===== config.mk =====
export PLATFORM = sky130hd
export DESIGN_NAME = shp_hold_port
export DESIGN_NICKNAME = d
export VERILOG_FILES = /design/src/shp_pkg.sv /design/src/shp_hold_port.sv /design/src/shp_sync.sv
export SDC_FILE = /design/constraint.sdc
export NUM_CORES = 1
export LEC_CHECK = 0
export ABC_CLOCK_PERIOD_IN_PS = 1800
export BUFFER_PORTS_ARGS = -buffer_cell sky130_fd_sc_hd__buf_2
export CORE_ASPECT_RATIO = 1.1
export CORE_MARGIN = 2
export CORE_UTILIZATION = 58
export CTS_BUF_LIST = sky130_fd_sc_hd__clkbuf_8
export DETAILED_ROUTE_END_ITERATION = 10
export GPL_TIMING_DRIVEN = 0
export PLACE_DENSITY = 0.81
export SLEW_MARGIN = 30
export SYNTH_ARGS = -nofsm -noshare
export SYNTH_HDL_FRONTEND = slang
export SYNTH_SLANG_ARGS = --single-unit

===== constraint.sdc =====
create_clock -name clk_in -period 1.8 [get_ports clk_in]
set_input_delay 0.18 -clock clk_in [delete_from_list [all_inputs] [get_ports clk_in]]
set_output_delay 0.18 -clock clk_in [all_outputs]
set_load 0.01 [all_outputs]

===== src/shp_pkg.sv =====
// Package for the serial port pause control block
package shp_pkg;
   // Bench link clock period and system clock period, in ns
   localparam int SHP_SCK_PERIOD_NS = 125;
   localparam int SHP_CLK_PERIOD_NS = 10;
   // Synchroniser depth
   localparam int SHP_SYNC_STAGES   = 2;
   // Default shift width of one serial unit
   localparam int SHP_UNIT_BITS     = 8;
   // Reset values
   localparam logic SHP_PIN_IDLE    = 1'h1;
   localparam logic SHP_SO_RESET    = 1'h0;
   // Port state
   typedef enum logic [1:0] {
      SHP_IDLE,
      SHP_ACTIVE,
      SHP_PAUSE_PEND,
      SHP_PAUSED
   } shp_state_t;
   // Sampled serial pins, after synchronisation
   typedef struct packed {
      logic sel_n;
      logic sck;
      logic si;
      logic pause_n;
   } shp_pins_t;
   // Serial data output pin as value and enable
   typedef struct packed {
      logic d;
      logic oe;
   } shp_so_t;
endpackage


===== src/shp_hold_port.sv =====
// Serial slave port with pause (hold) control
// What this block does
// - Pause freezes sequence, keeps bit count
// - Pause acts at once if clock low
// - While paused, clock and data ignored
// - Resume only if pause rises, clock low
// - Pause low always tri-states data output
// - Select high deselects and tri-states output
// - Sample on rising, update after falling
`timescale 1ns/1ps
`default_nettype none
module shp_hold_port
   import shp_pkg::*;
#(
   parameter int UNIT_BITS = shp_pkg::SHP_UNIT_BITS
) (
   // Clock and reset
   input  wire logic                   clk_in,
   input  wire logic                   nrst_in,
   // Serial pins from the master
   input  wire logic                   sel_n_in,
   input  wire logic                   sck_in,
   input  wire logic                   si_in,
   input  wire logic                   pause_n_in,
   // Serial data output pin
   output logic                        so_out,
   output logic                        so_oe_out,
   // Core side: data to send and data received
   input  wire logic [UNIT_BITS-1:0]   tx_unit_in,
   output logic      [UNIT_BITS-1:0]   rx_unit_out,
   output logic                        rx_valid_out,
   output logic                        paused_out,
   output logic                        active_out
);
   import shp_pkg::*;

   localparam int CW = $clog2(UNIT_BITS);

   shp_pins_t              pins;
   shp_pins_t              pins_prev_reg;
   shp_state_t             state_reg, state_next;
   logic [CW-1:0]          bit_reg, bit_next;
   logic [UNIT_BITS-1:0]   shin_reg, shin_next;
   logic [UNIT_BITS-1:0]   shout_reg, shout_next;
   logic [UNIT_BITS-1:0]   rx_reg, rx_next;
   logic                   rxv_reg, rxv_next;
   shp_so_t                so_reg, so_next;
   logic                   sck_rise, sck_fall, pause_fall, pause_rise, sel_fall;
   logic                   run;
   logic                   paused_reg;
   logic                   active_reg;

   // Pins pass two flip-flops before any logic reads them
   shp_sync #(
      .WIDTH (4)
   ) u_sync (
      .clk_in     (clk_in),
      .nrst_in    (nrst_in),
      .async_in   ({sel_n_in, sck_in, si_in, pause_n_in}),
      .rst_val_in ({SHP_PIN_IDLE, 1'h0, 1'h0, SHP_PIN_IDLE}),
      .sync_out   (pins)
   );

   // Edge detection works on synchronised levels only
   always_comb begin
      sck_rise   = pins.sck & ~pins_prev_reg.sck;
      sck_fall   = ~pins.sck & pins_prev_reg.sck;
      pause_fall = ~pins.pause_n & pins_prev_reg.pause_n;
      pause_rise = pins.pause_n & ~pins_prev_reg.pause_n;
      sel_fall   = ~pins.sel_n & pins_prev_reg.sel_n;
   end

   // Port state machine
   always_comb begin
      state_next = state_reg;
      if (pins.sel_n) begin
         state_next = SHP_IDLE;
      end else begin
         unique case (state_reg)
            SHP_IDLE: begin
               // A fresh select fall is needed to start a sequence
               if (sel_fall) begin
                  state_next = SHP_ACTIVE;
               end
            end
            SHP_ACTIVE: begin
               if (!pins.pause_n) begin
                  // Clock low: pause now; clock high: wait for its fall
                  state_next = pins.sck ? SHP_PAUSE_PEND : SHP_PAUSED;
               end
            end
            SHP_PAUSE_PEND: begin
               if (pins.pause_n) begin
                  state_next = SHP_ACTIVE;
               end else if (sck_fall) begin
                  state_next = SHP_PAUSED;
               end
            end
            SHP_PAUSED: begin
               // Rise while clock high is not a resume
               if (pause_rise && !pins.sck) begin
                  state_next = SHP_ACTIVE;
               end
            end
         endcase
      end
   end

   // Shifting runs only while active with pause up, or while pending whatever the pause level
   assign run = (state_reg == SHP_ACTIVE && pins.pause_n) || (state_reg == SHP_PAUSE_PEND);

   // Shift path; counters hold their value through a pause
   always_comb begin
      bit_next   = bit_reg;
      shin_next  = shin_reg;
      shout_next = shout_reg;
      rx_next    = rx_reg;
      rxv_next   = 1'h0;
      so_next    = so_reg;
      if (state_reg == SHP_IDLE) begin
         bit_next   = '0;
         shout_next = tx_unit_in;
      end
      if (run && sck_rise) begin
         shin_next = {shin_reg[UNIT_BITS-2:0], pins.si};
         if (bit_reg == CW'(UNIT_BITS-1)) begin
            bit_next = '0;
            rx_next  = {shin_reg[UNIT_BITS-2:0], pins.si};
            rxv_next = 1'h1;
         end else begin
            bit_next = bit_reg + 1'h1;
         end
      end
      if (run && sck_fall) begin
         so_next.d  = shout_reg[UNIT_BITS-1];
         shout_next = (bit_reg == '0) ? tx_unit_in : {shout_reg[UNIT_BITS-2:0], 1'h0};
      end
      // Output enabled only while selected, active and not paused
      so_next.oe = ~pins.sel_n & pins.pause_n & (state_reg != SHP_IDLE) & (state_reg != SHP_PAUSED);
      if (pins.sel_n) begin
         so_next.oe = 1'h0;
      end
   end

   // Registers
   always_ff @(posedge clk_in) begin
      if (!nrst_in) begin
         state_reg     <= SHP_IDLE;
         bit_reg       <= '0;
         shin_reg      <= '0;
         shout_reg     <= '0;
         rx_reg        <= '0;
         rxv_reg       <= 1'h0;
         so_reg        <= '{d: SHP_SO_RESET, oe: 1'h0};
         pins_prev_reg <= '{sel_n: 1'h1, sck: 1'h0, si: 1'h0, pause_n: 1'h1};
         paused_reg    <= 1'h0;
         active_reg    <= 1'h0;
      end else begin
         state_reg     <= state_next;
         bit_reg       <= bit_next;
         shin_reg      <= shin_next;
         shout_reg     <= shout_next;
         rx_reg        <= rx_next;
         rxv_reg       <= rxv_next;
         so_reg        <= so_next;
         pins_prev_reg <= pins;
         // Status flops track the state register, so no decode glitch reaches a pin
         paused_reg    <= (state_next == SHP_PAUSED);
         active_reg    <= (state_next == SHP_ACTIVE);
      end
   end

   // Outputs straight from flip-flops
   assign so_out       = so_reg.d;
   assign so_oe_out    = so_reg.oe;
   assign rx_unit_out  = rx_reg;
   assign rx_valid_out = rxv_reg;
   assign paused_out   = paused_reg;
   assign active_out   = active_reg;

   // Checks
   oe_pause_a: assert property (@(posedge clk_in) disable iff (!nrst_in)
      !pins.pause_n |=> !so_reg.oe) else $error("output driven during pause");
   oe_desel_a: assert property (@(posedge clk_in) disable iff (!nrst_in)
      pins.sel_n |=> !so_reg.oe && state_reg == SHP_IDLE) else $error("output driven while deselected");
   pause_now_a: assert property (@(posedge clk_in) disable iff (!nrst_in)
      state_reg == SHP_ACTIVE && !pins.sel_n && !pins.pause_n && !pins.sck |=> state_reg == SHP_PAUSED)
      else $error("pause with clock low not immediate");
   pause_defer_a: assert property (@(posedge clk_in) disable iff (!nrst_in)
      state_reg == SHP_ACTIVE && !pins.sel_n && !pins.pause_n && pins.sck |=> state_reg == SHP_PAUSE_PEND)
      else $error("pause with clock high not deferred");
   frozen_bits_a: assert property (@(posedge clk_in) disable iff (!nrst_in)
      state_reg == SHP_PAUSED && !pins.sel_n |=> bit_reg == $past(bit_reg) && shin_reg == $past(shin_reg))
      else $error("bit count moved during pause");
   no_resume_a: assert property (@(posedge clk_in) disable iff (!nrst_in)
      state_reg == SHP_PAUSED && pause_rise && pins.sck |=> state_reg != SHP_ACTIVE)
      else $error("resumed with clock high");
   resume_a: assert property (@(posedge clk_in) disable iff (!nrst_in)
      state_reg == SHP_PAUSED && !pins.sel_n && pause_rise && !pins.sck |=> state_reg == SHP_ACTIVE)
      else $error("resume with clock low refused");
   rise_sample_a: assert property (@(posedge clk_in) disable iff (!nrst_in)
      run && sck_rise && !pins.sel_n |=> shin_reg[0] == $past(pins.si)) else $error("input not sampled");
   keep_pos_a: assert property (@(posedge clk_in) disable iff (!nrst_in)
      state_reg == SHP_PAUSED ##1 state_reg == SHP_ACTIVE |-> bit_reg == $past(bit_reg, 1))
      else $error("bit position lost over resume");
endmodule
`default_nettype wire


===== src/shp_sync.sv =====
// Two flip-flop synchroniser for a group of serial pins
`timescale 1ns/1ps
`default_nettype none
module shp_sync #(
   parameter int WIDTH = 4
) (
   // Clock and reset
   input  wire logic             clk_in,
   input  wire logic             nrst_in,
   // Pins and synchronised levels
   input  wire logic [WIDTH-1:0] async_in,
   input  wire logic [WIDTH-1:0] rst_val_in,
   output logic      [WIDTH-1:0] sync_out
);
   logic [WIDTH-1:0] meta_reg;
   logic [WIDTH-1:0] meta_next;
   logic [WIDTH-1:0] sync_reg;
   logic [WIDTH-1:0] sync_next;

   // First stage feeds only the second stage
   always_comb begin
      meta_next = async_in;
      sync_next = meta_reg;
   end

   // Reset value is a static tie at the instance
   always_ff @(posedge clk_in) begin
      if (!nrst_in) begin
         meta_reg <= rst_val_in;
         sync_reg <= rst_val_in;
      end else begin
         meta_reg <= meta_next;
         sync_reg <= sync_next;
      end
   end

   assign sync_out = sync_reg;
endmodule
`default_nettype wire


# [After elaboration in Yosys (flattened, before gate mapping)]
# Cells that the tools add are included.
[word_totals] out_inout_bits=13 register_bits=44 inputBits=14
[classes] bitwise=12 addsub=1 reduce_logical=14 mux=15 n_eq_ne=7
[ops] op="2-to-1 mux 8 bit" n=3
[ops] op="2-to-1 mux 2 bit" n=6
[ops] op="2-to-1 mux 3 bit" n=3
[ops] op="one-hot mux 2 bit (4 select lines)" n=1
[ops] op="AND 1 bit" n=7
[ops] op="equality test 2 bit (second input constant)" n=3
[ops] op="nonzero test 2 bit" n=3
[ops] op="NOT 1 bit" n=5
[ops] op="equality test 2 x 1 -> 1 bit (second input constant)" n=2
[ops] op="logical AND 1 bit" n=4
[ops] op="AND reduction 2 bit" n=2
[ops] op="adder 3 x 1 -> 3 bit (second input constant)" n=1
[ops] op="equality test 3 bit (second input constant)" n=1
[ops] op="zero test 3 bit" n=1
[ops] op="zero test 2 bit" n=1
[ops] op="2-to-1 mux 1 bit" n=2
[ops] op="!= test 2 bit (second input constant)" n=1
[ops] op="OR reduction 2 bit" n=1
[ops] op="zero test 1 bit" n=1
[ops] op="logical OR 1 bit" n=1

# [Depth between registers and ports, before layout]
[logic_depth] depth_word=7 mapped_depth=7 depth_no_buf=6

# [Hierarchy]
# A second synthesis with hierarchy kept.
[unflattened] cells_unflattened=172 area_unflattened_um2=1795.5
[modules_own_cells] module="shp_hold_port" cells_each=155 area_per_inst_um2=1503.9 seq_area_each_um2=720.7 instances=1
[modules_own_cells] module="shp_sync" cells_each=17 area_per_inst_um2=291.5 seq_area_each_um2=160.2 instances=1

# [Worst setup path before layout]
# OpenSTA, ideal clock, no wires.
[synth_timing] path_kind="flip-flop to flip-flop" start="register bit_reg[0]" end="register rx_reg[0] (netlist: rx_unit_out[0])" setup_time_ns=0.074 stages_incl_launch_ff=8 synth_period_minus_slack_ns=1.440 arrival_time_ns=1.366 slack_ns=0.360 cell_sequence="dfxtp_1 > ha_1 > ha_1 > nand2_1 > a211oi_4 > buf_6 > nand3_1 > o21ai_0"
[synth_via] elab_chain_len=2
[synth_lines] item="start, declared" line="shp_hold_port.sv:42" source="logic [CW-1:0] bit_reg, bit_next;"
[synth_lines] item="start signal, assigned" line="shp_hold_port.sv:160" source="bit_reg <= bit_next;"
[synth_lines] item="equality test 3 bit" line="shp_hold_port.sv:126" source="if (bit_reg == CW'(UNIT_BITS-1)) begin"
[synth_lines] item="AND reduction 2 bit (no line)"
[synth_lines] item="end signal, assigned" line="shp_hold_port.sv:163" source="rx_reg <= rx_next;"
[synth_lines] item="end, declared" line="shp_hold_port.sv:45" source="logic [UNIT_BITS-1:0] rx_reg, rx_next;"
# No other way between the ends.
# A chain may end at the register's enable or synchronous reset.

# [Worst setup path in the final report]
# Same ends and word-level chain as after synthesis.

==> summary by stage <==
Outcome
The flow ran to the end, and the final reports show no timing, DRC or antenna violations.

Setup path
For flop-to-flop paths, the worst setup slack is 0.13 ns. Counting both buffers and inverters, the worst setup path holds a total of 1. The top cell family by delay on the critical path is compound AO/OA/AOI/OAI gates. Along the worst path, the maximum fanout reaches 10.

The worst setup path is captured at a register. The launch point of the worst reg-to-reg path is bit_reg[0]. In this run the critical register-to-register path is captured at rx_unit_out[0]. On the worst path, the slowest cell contributes a delay of 0.38 ns. The cell with the most instances on the worst path is sky130_fd_sc_hd__ha_1. The worst endpoint data arrival time is 1.88 ns. The kind of start point of the critical path is a register. Walking the worst path, the cells encountered are ha_1 -> ha_1 -> nand2_1 -> a211oi_4 -> buf_6 -> nand3_1 -> o21ai_0.

The cell with the largest stage delay on the worst path is sky130_fd_sc_hd__dfxtp_1. The worst setup path is of the register to register kind. The worst reg2reg path depth is 7. The data required time at the worst endpoint is around 2 ns.

Global route
The global-route wire length before repair is slightly above 6000 microns. The residual overflow from global routing is 0. The overall global routing resource usage is 21.53%. The via count of the first global-routing pass is approximately 1.4k. Entering global routing, the biggest net connects 13 pins.

The initial antenna violation count is 0.

Job
The max-capacitance violation count is 0.

Synth
By area the synthesized netlist is led by sky130_fd_sc_hd__dfxtp_1 (49%), sky130_fd_sc_hd__mux2i_1 (8.3%), sky130_fd_sc_hd__nor2b_1 (3.5%). The share of the yosys chip area belonging to registers is 48.82%. Counting every instance in the synthesized netlist gives 173. The top cell type by area accounts for about half of the synthesized area. Among all flip-flop cells after synthesis, the most frequent one is sky130_fd_sc_hd__dfxtp_1. The post-synthesis cell type with the largest combined area is sky130_fd_sc_hd__dfxtp_1. For this run, the number of Yosys warnings is 0. When the netlist entered floorplanning its net count stood at 190. The commonest cells after synthesis are sky130_fd_sc_hd__dfxtp_1 (44), sky130_fd_sc_hd__mux2i_1 (15), sky130_fd_sc_hd__nand2_1 (11). The number of synthesized flops with an enable pin is 0.

The synthesized netlist contains 41 unique library cells. The synthesized design contains 44 register bits. The cell area after synthesis is 0.001804 sq mm. A synthesized cell averages 10.43 sq um.

Yosys instantiated no cell more often than sky130_fd_sc_hd__dfxtp_1. The share of flip-flops with an asynchronous set or reset after synthesis is 0%.

Drt
The count of nets left with antenna violations once routing finished came out at 0. The DRC violations left is 0. The mean routed wirelength per cell is 14.74 microns. The total via count in the routed design is roughly 1.3k. For this run, the detailed router's first-pass iteration total came to 4.

The final wirelength is between 3000 and 4000 microns. Using the TritonRoute via totals, the vias-per-cell ratio works out to 5.517. The number of DRC markers in iteration 0 is a little over 50.

Clock tree
The number of hold buffers added after CTS was 0. TritonCTS built the clock tree. In this run the clock root is driven by a sky130_fd_sc_hd__clkbuf_8. The number of H-tree levels is 2. The post-CTS clock slew at the launch and capture registers of the worst setup and hold paths is ~0.080 ns. No sink is reached through more buffers than the 2 on the longest clock path. Buffers inserted during clock tree synthesis total 5. The clock net sink count is 44. The insertion delay of the later-clocked pin in the worst-skew pair is 0.29 ns.

Power and ir drop
Internal power comes to 1.294 mW. The power consumption is 1.655 mW. The power density normalized to cell area is 804.4 mW/mm^2. The fraction of power consumed by the clock network is 33.8%. Across the VDD grid, the largest voltage drop is around 0.75 mV.

The portion of total power attributed to combinational logic is under 10%. Per report_power, the sequential group accounts for between 60% and 70% of the total. The net switching component of the power is 360.2 uW.

Net switching is 21.77% of the power. The analysis attributes to cell leakage a power of 0.8942 nW.

Worst hold path
The class of the worst hold path is primary input to register. The startpoint of the worst hold path is pause_n_in. The hold path endpoint is u_sync.meta_reg[0]. The worst hold path was traced through 2 stages.

Timing
For the final routed database, the setup TNS stands at 0 ns. For this run, the top clock speed supported by timing is 598.2 MHz. Of the available clock period, the critical path in the final layout requires 92.87%. The count of final hold-check violations was 0. After layout, the minimum clock period comes to 1.672 ns.

The slew at the pin closest to its max-slew limit is about 0.5 ns. The headroom to the max-slew limit is 66.55%. The count of pins over their slew limit was 0. The final clock skew is a little over 0.008 ns.

The final setup violation count is 0.

Placed design
The number of placed instances, taps included, is 232. The global placer's final weighted congestion is ~0.75. The count of buffers added on input and output ports is 25. The detailed placement HPWL is 2517 microns.

Die
The initial cell density of the core is roughly 60%. The area of the core is between 0.002 and 0.003 sq mm. The floorplan has 21 rows. The die outline width is 57.18 microns. Measured along the y axis, the die boundary spans roughly 62 microns. The die outline area is 0.003573 sq mm.

The number of placed I/O pins is 27.

Layout
The net total in the final layout is approximately 220. The repair_antennas step left the layout with diodes totalling 0. From synthesis to final layout, the design area changed by 14.01%. Once layout is complete, the cells apart from fillers number 240. The share of cells above drive strength 1 is between 20% and 30%.
## cell usage in the layout, fill, tap and decap left out, types with 2 or more instances in the layout
cell type / synthesis / layout
sky130_fd_sc_hd__a21oi_1: 7 / 7
sky130_fd_sc_hd__inv_1: 5 / 6
sky130_fd_sc_hd__ha_1: 3 / 3
sky130_fd_sc_hd__clkbuf_8: 0 / 5
sky130_fd_sc_hd__nand3_1: 8 / 8
sky130_fd_sc_hd__mux2i_1: 15 / 15
sky130_fd_sc_hd__o31ai_1: 7 / 7
sky130_fd_sc_hd__clkbuf_1: 4 / 4
sky130_fd_sc_hd__and2_1: 6 / 6
sky130_fd_sc_hd__nor2b_1: 10 / 10
sky130_fd_sc_hd__nand2b_1: 7 / 7
sky130_fd_sc_hd__nor2_1: 4 / 4
sky130_fd_sc_hd__buf_6: 3 / 3
sky130_fd_sc_hd__nor3_1: 2 / 2
sky130_fd_sc_hd__o21ai_0: 9 / 9
sky130_fd_sc_hd__nand2_1: 11 / 11
sky130_fd_sc_hd__o21a_1: 2 / 2
sky130_fd_sc_hd__buf_2: 2 / 27
sky130_fd_sc_hd__dfxtp_1: 44 / 44
sky130_fd_sc_hd__buf_4: 2 / 3
## how the worst max path moves through the flow
| stage | startpoint | to | slack [ns] | cells past startpoint |
|---|---|---|---|---|
| 6_report | bit_reg[0] | rx_unit_out[0] | 0.13 | 7 |
| 5_1_grt | bit_reg[0] | rx_unit_out[2] | -0.01 | 7 |
| 4_1_cts | bit_reg[0] | rx_unit_out[0] | 0.01 | 7 |
| 3_5_place_dp | bit_reg[0] | rx_unit_out[0] | 0.1 | 7 |
| 3_3_place_gp | bit_reg[0] | rx_unit_out[0] | 0.18 | 7 |
| 2_1_floorplan | bit_reg[0] | rx_unit_out[0] | 0.36 | 7 |
## area by class of cell
class,instances,area [sq um]
repair buffers,26,132.6
clock buffers,5,68.82
plain buffers,11,73.82
inverters,5,18.77
clock inverters,2,8.758
fillers,249,938.4
flip-flops and latches,44,880.8
well taps,34,42.54
multi-input cells,113,830.8
## metal layers
layer | wire, microns | up-vias | GRT usage (%)
li1 | - | 655 | -
met1 | 1540 | 637 | 25.43
met2 | 1808 | 26 | 37.93
met3 | 150 | 6 | 5.383
met4 | 38 | 0 | 6.395
met5 | 0 | - | 0
## what timing repair did
action / CTS / global route
resized for setup: 0 / 0
setup endpoints to repair: 0 / 8
buffers inserted: 0 / 1
## logic make-up (layout without fill, tap and decap cells)
logic type	count (synthesis)	count (layout)	share of synthesized area [%]
AO/OA/AOI/OAI	36	36	15.95
XOR/XNOR	1	1	0.4855
adder cells (fa/ha/maj)	3	3	2.081
buffers and inverters	16	49	5.131
flip-flops	44	44	48.82
multiplexers	15	15	8.322
AND/OR/NAND/NOR	58	58	19.21
## power groups by stage
stage	combinational (mW)	sequential [mW]	clock, mW
CTS	0.0846	1.01	0.571
global placement	0.0799	1.03	0
floorplan	0.0570	1.03	0
finish	0.0846	1.01	0.560
global route	0.0942	1.01	0.596
detailed placement	0.0848	1.03	0
## stage by stage
step	setup WS [ns]	area (sq um)	hold slack, ns	util (%)
3_5_place_dp	0.09896	1972	0.3671	65.83
4_1_cts	0.01427	2049	0.06785	68.42
3_3_place_gp	0.1772	1972	0.3608	65.83
2_1_floorplan	0.3601	1804	0.2815	-
5_1_grt	-0.01232	2057	0.08526	68.67
6_report	0.1283	2057	0.07237	68.67
No activity file was read; power rests on OpenSTA's default activity.
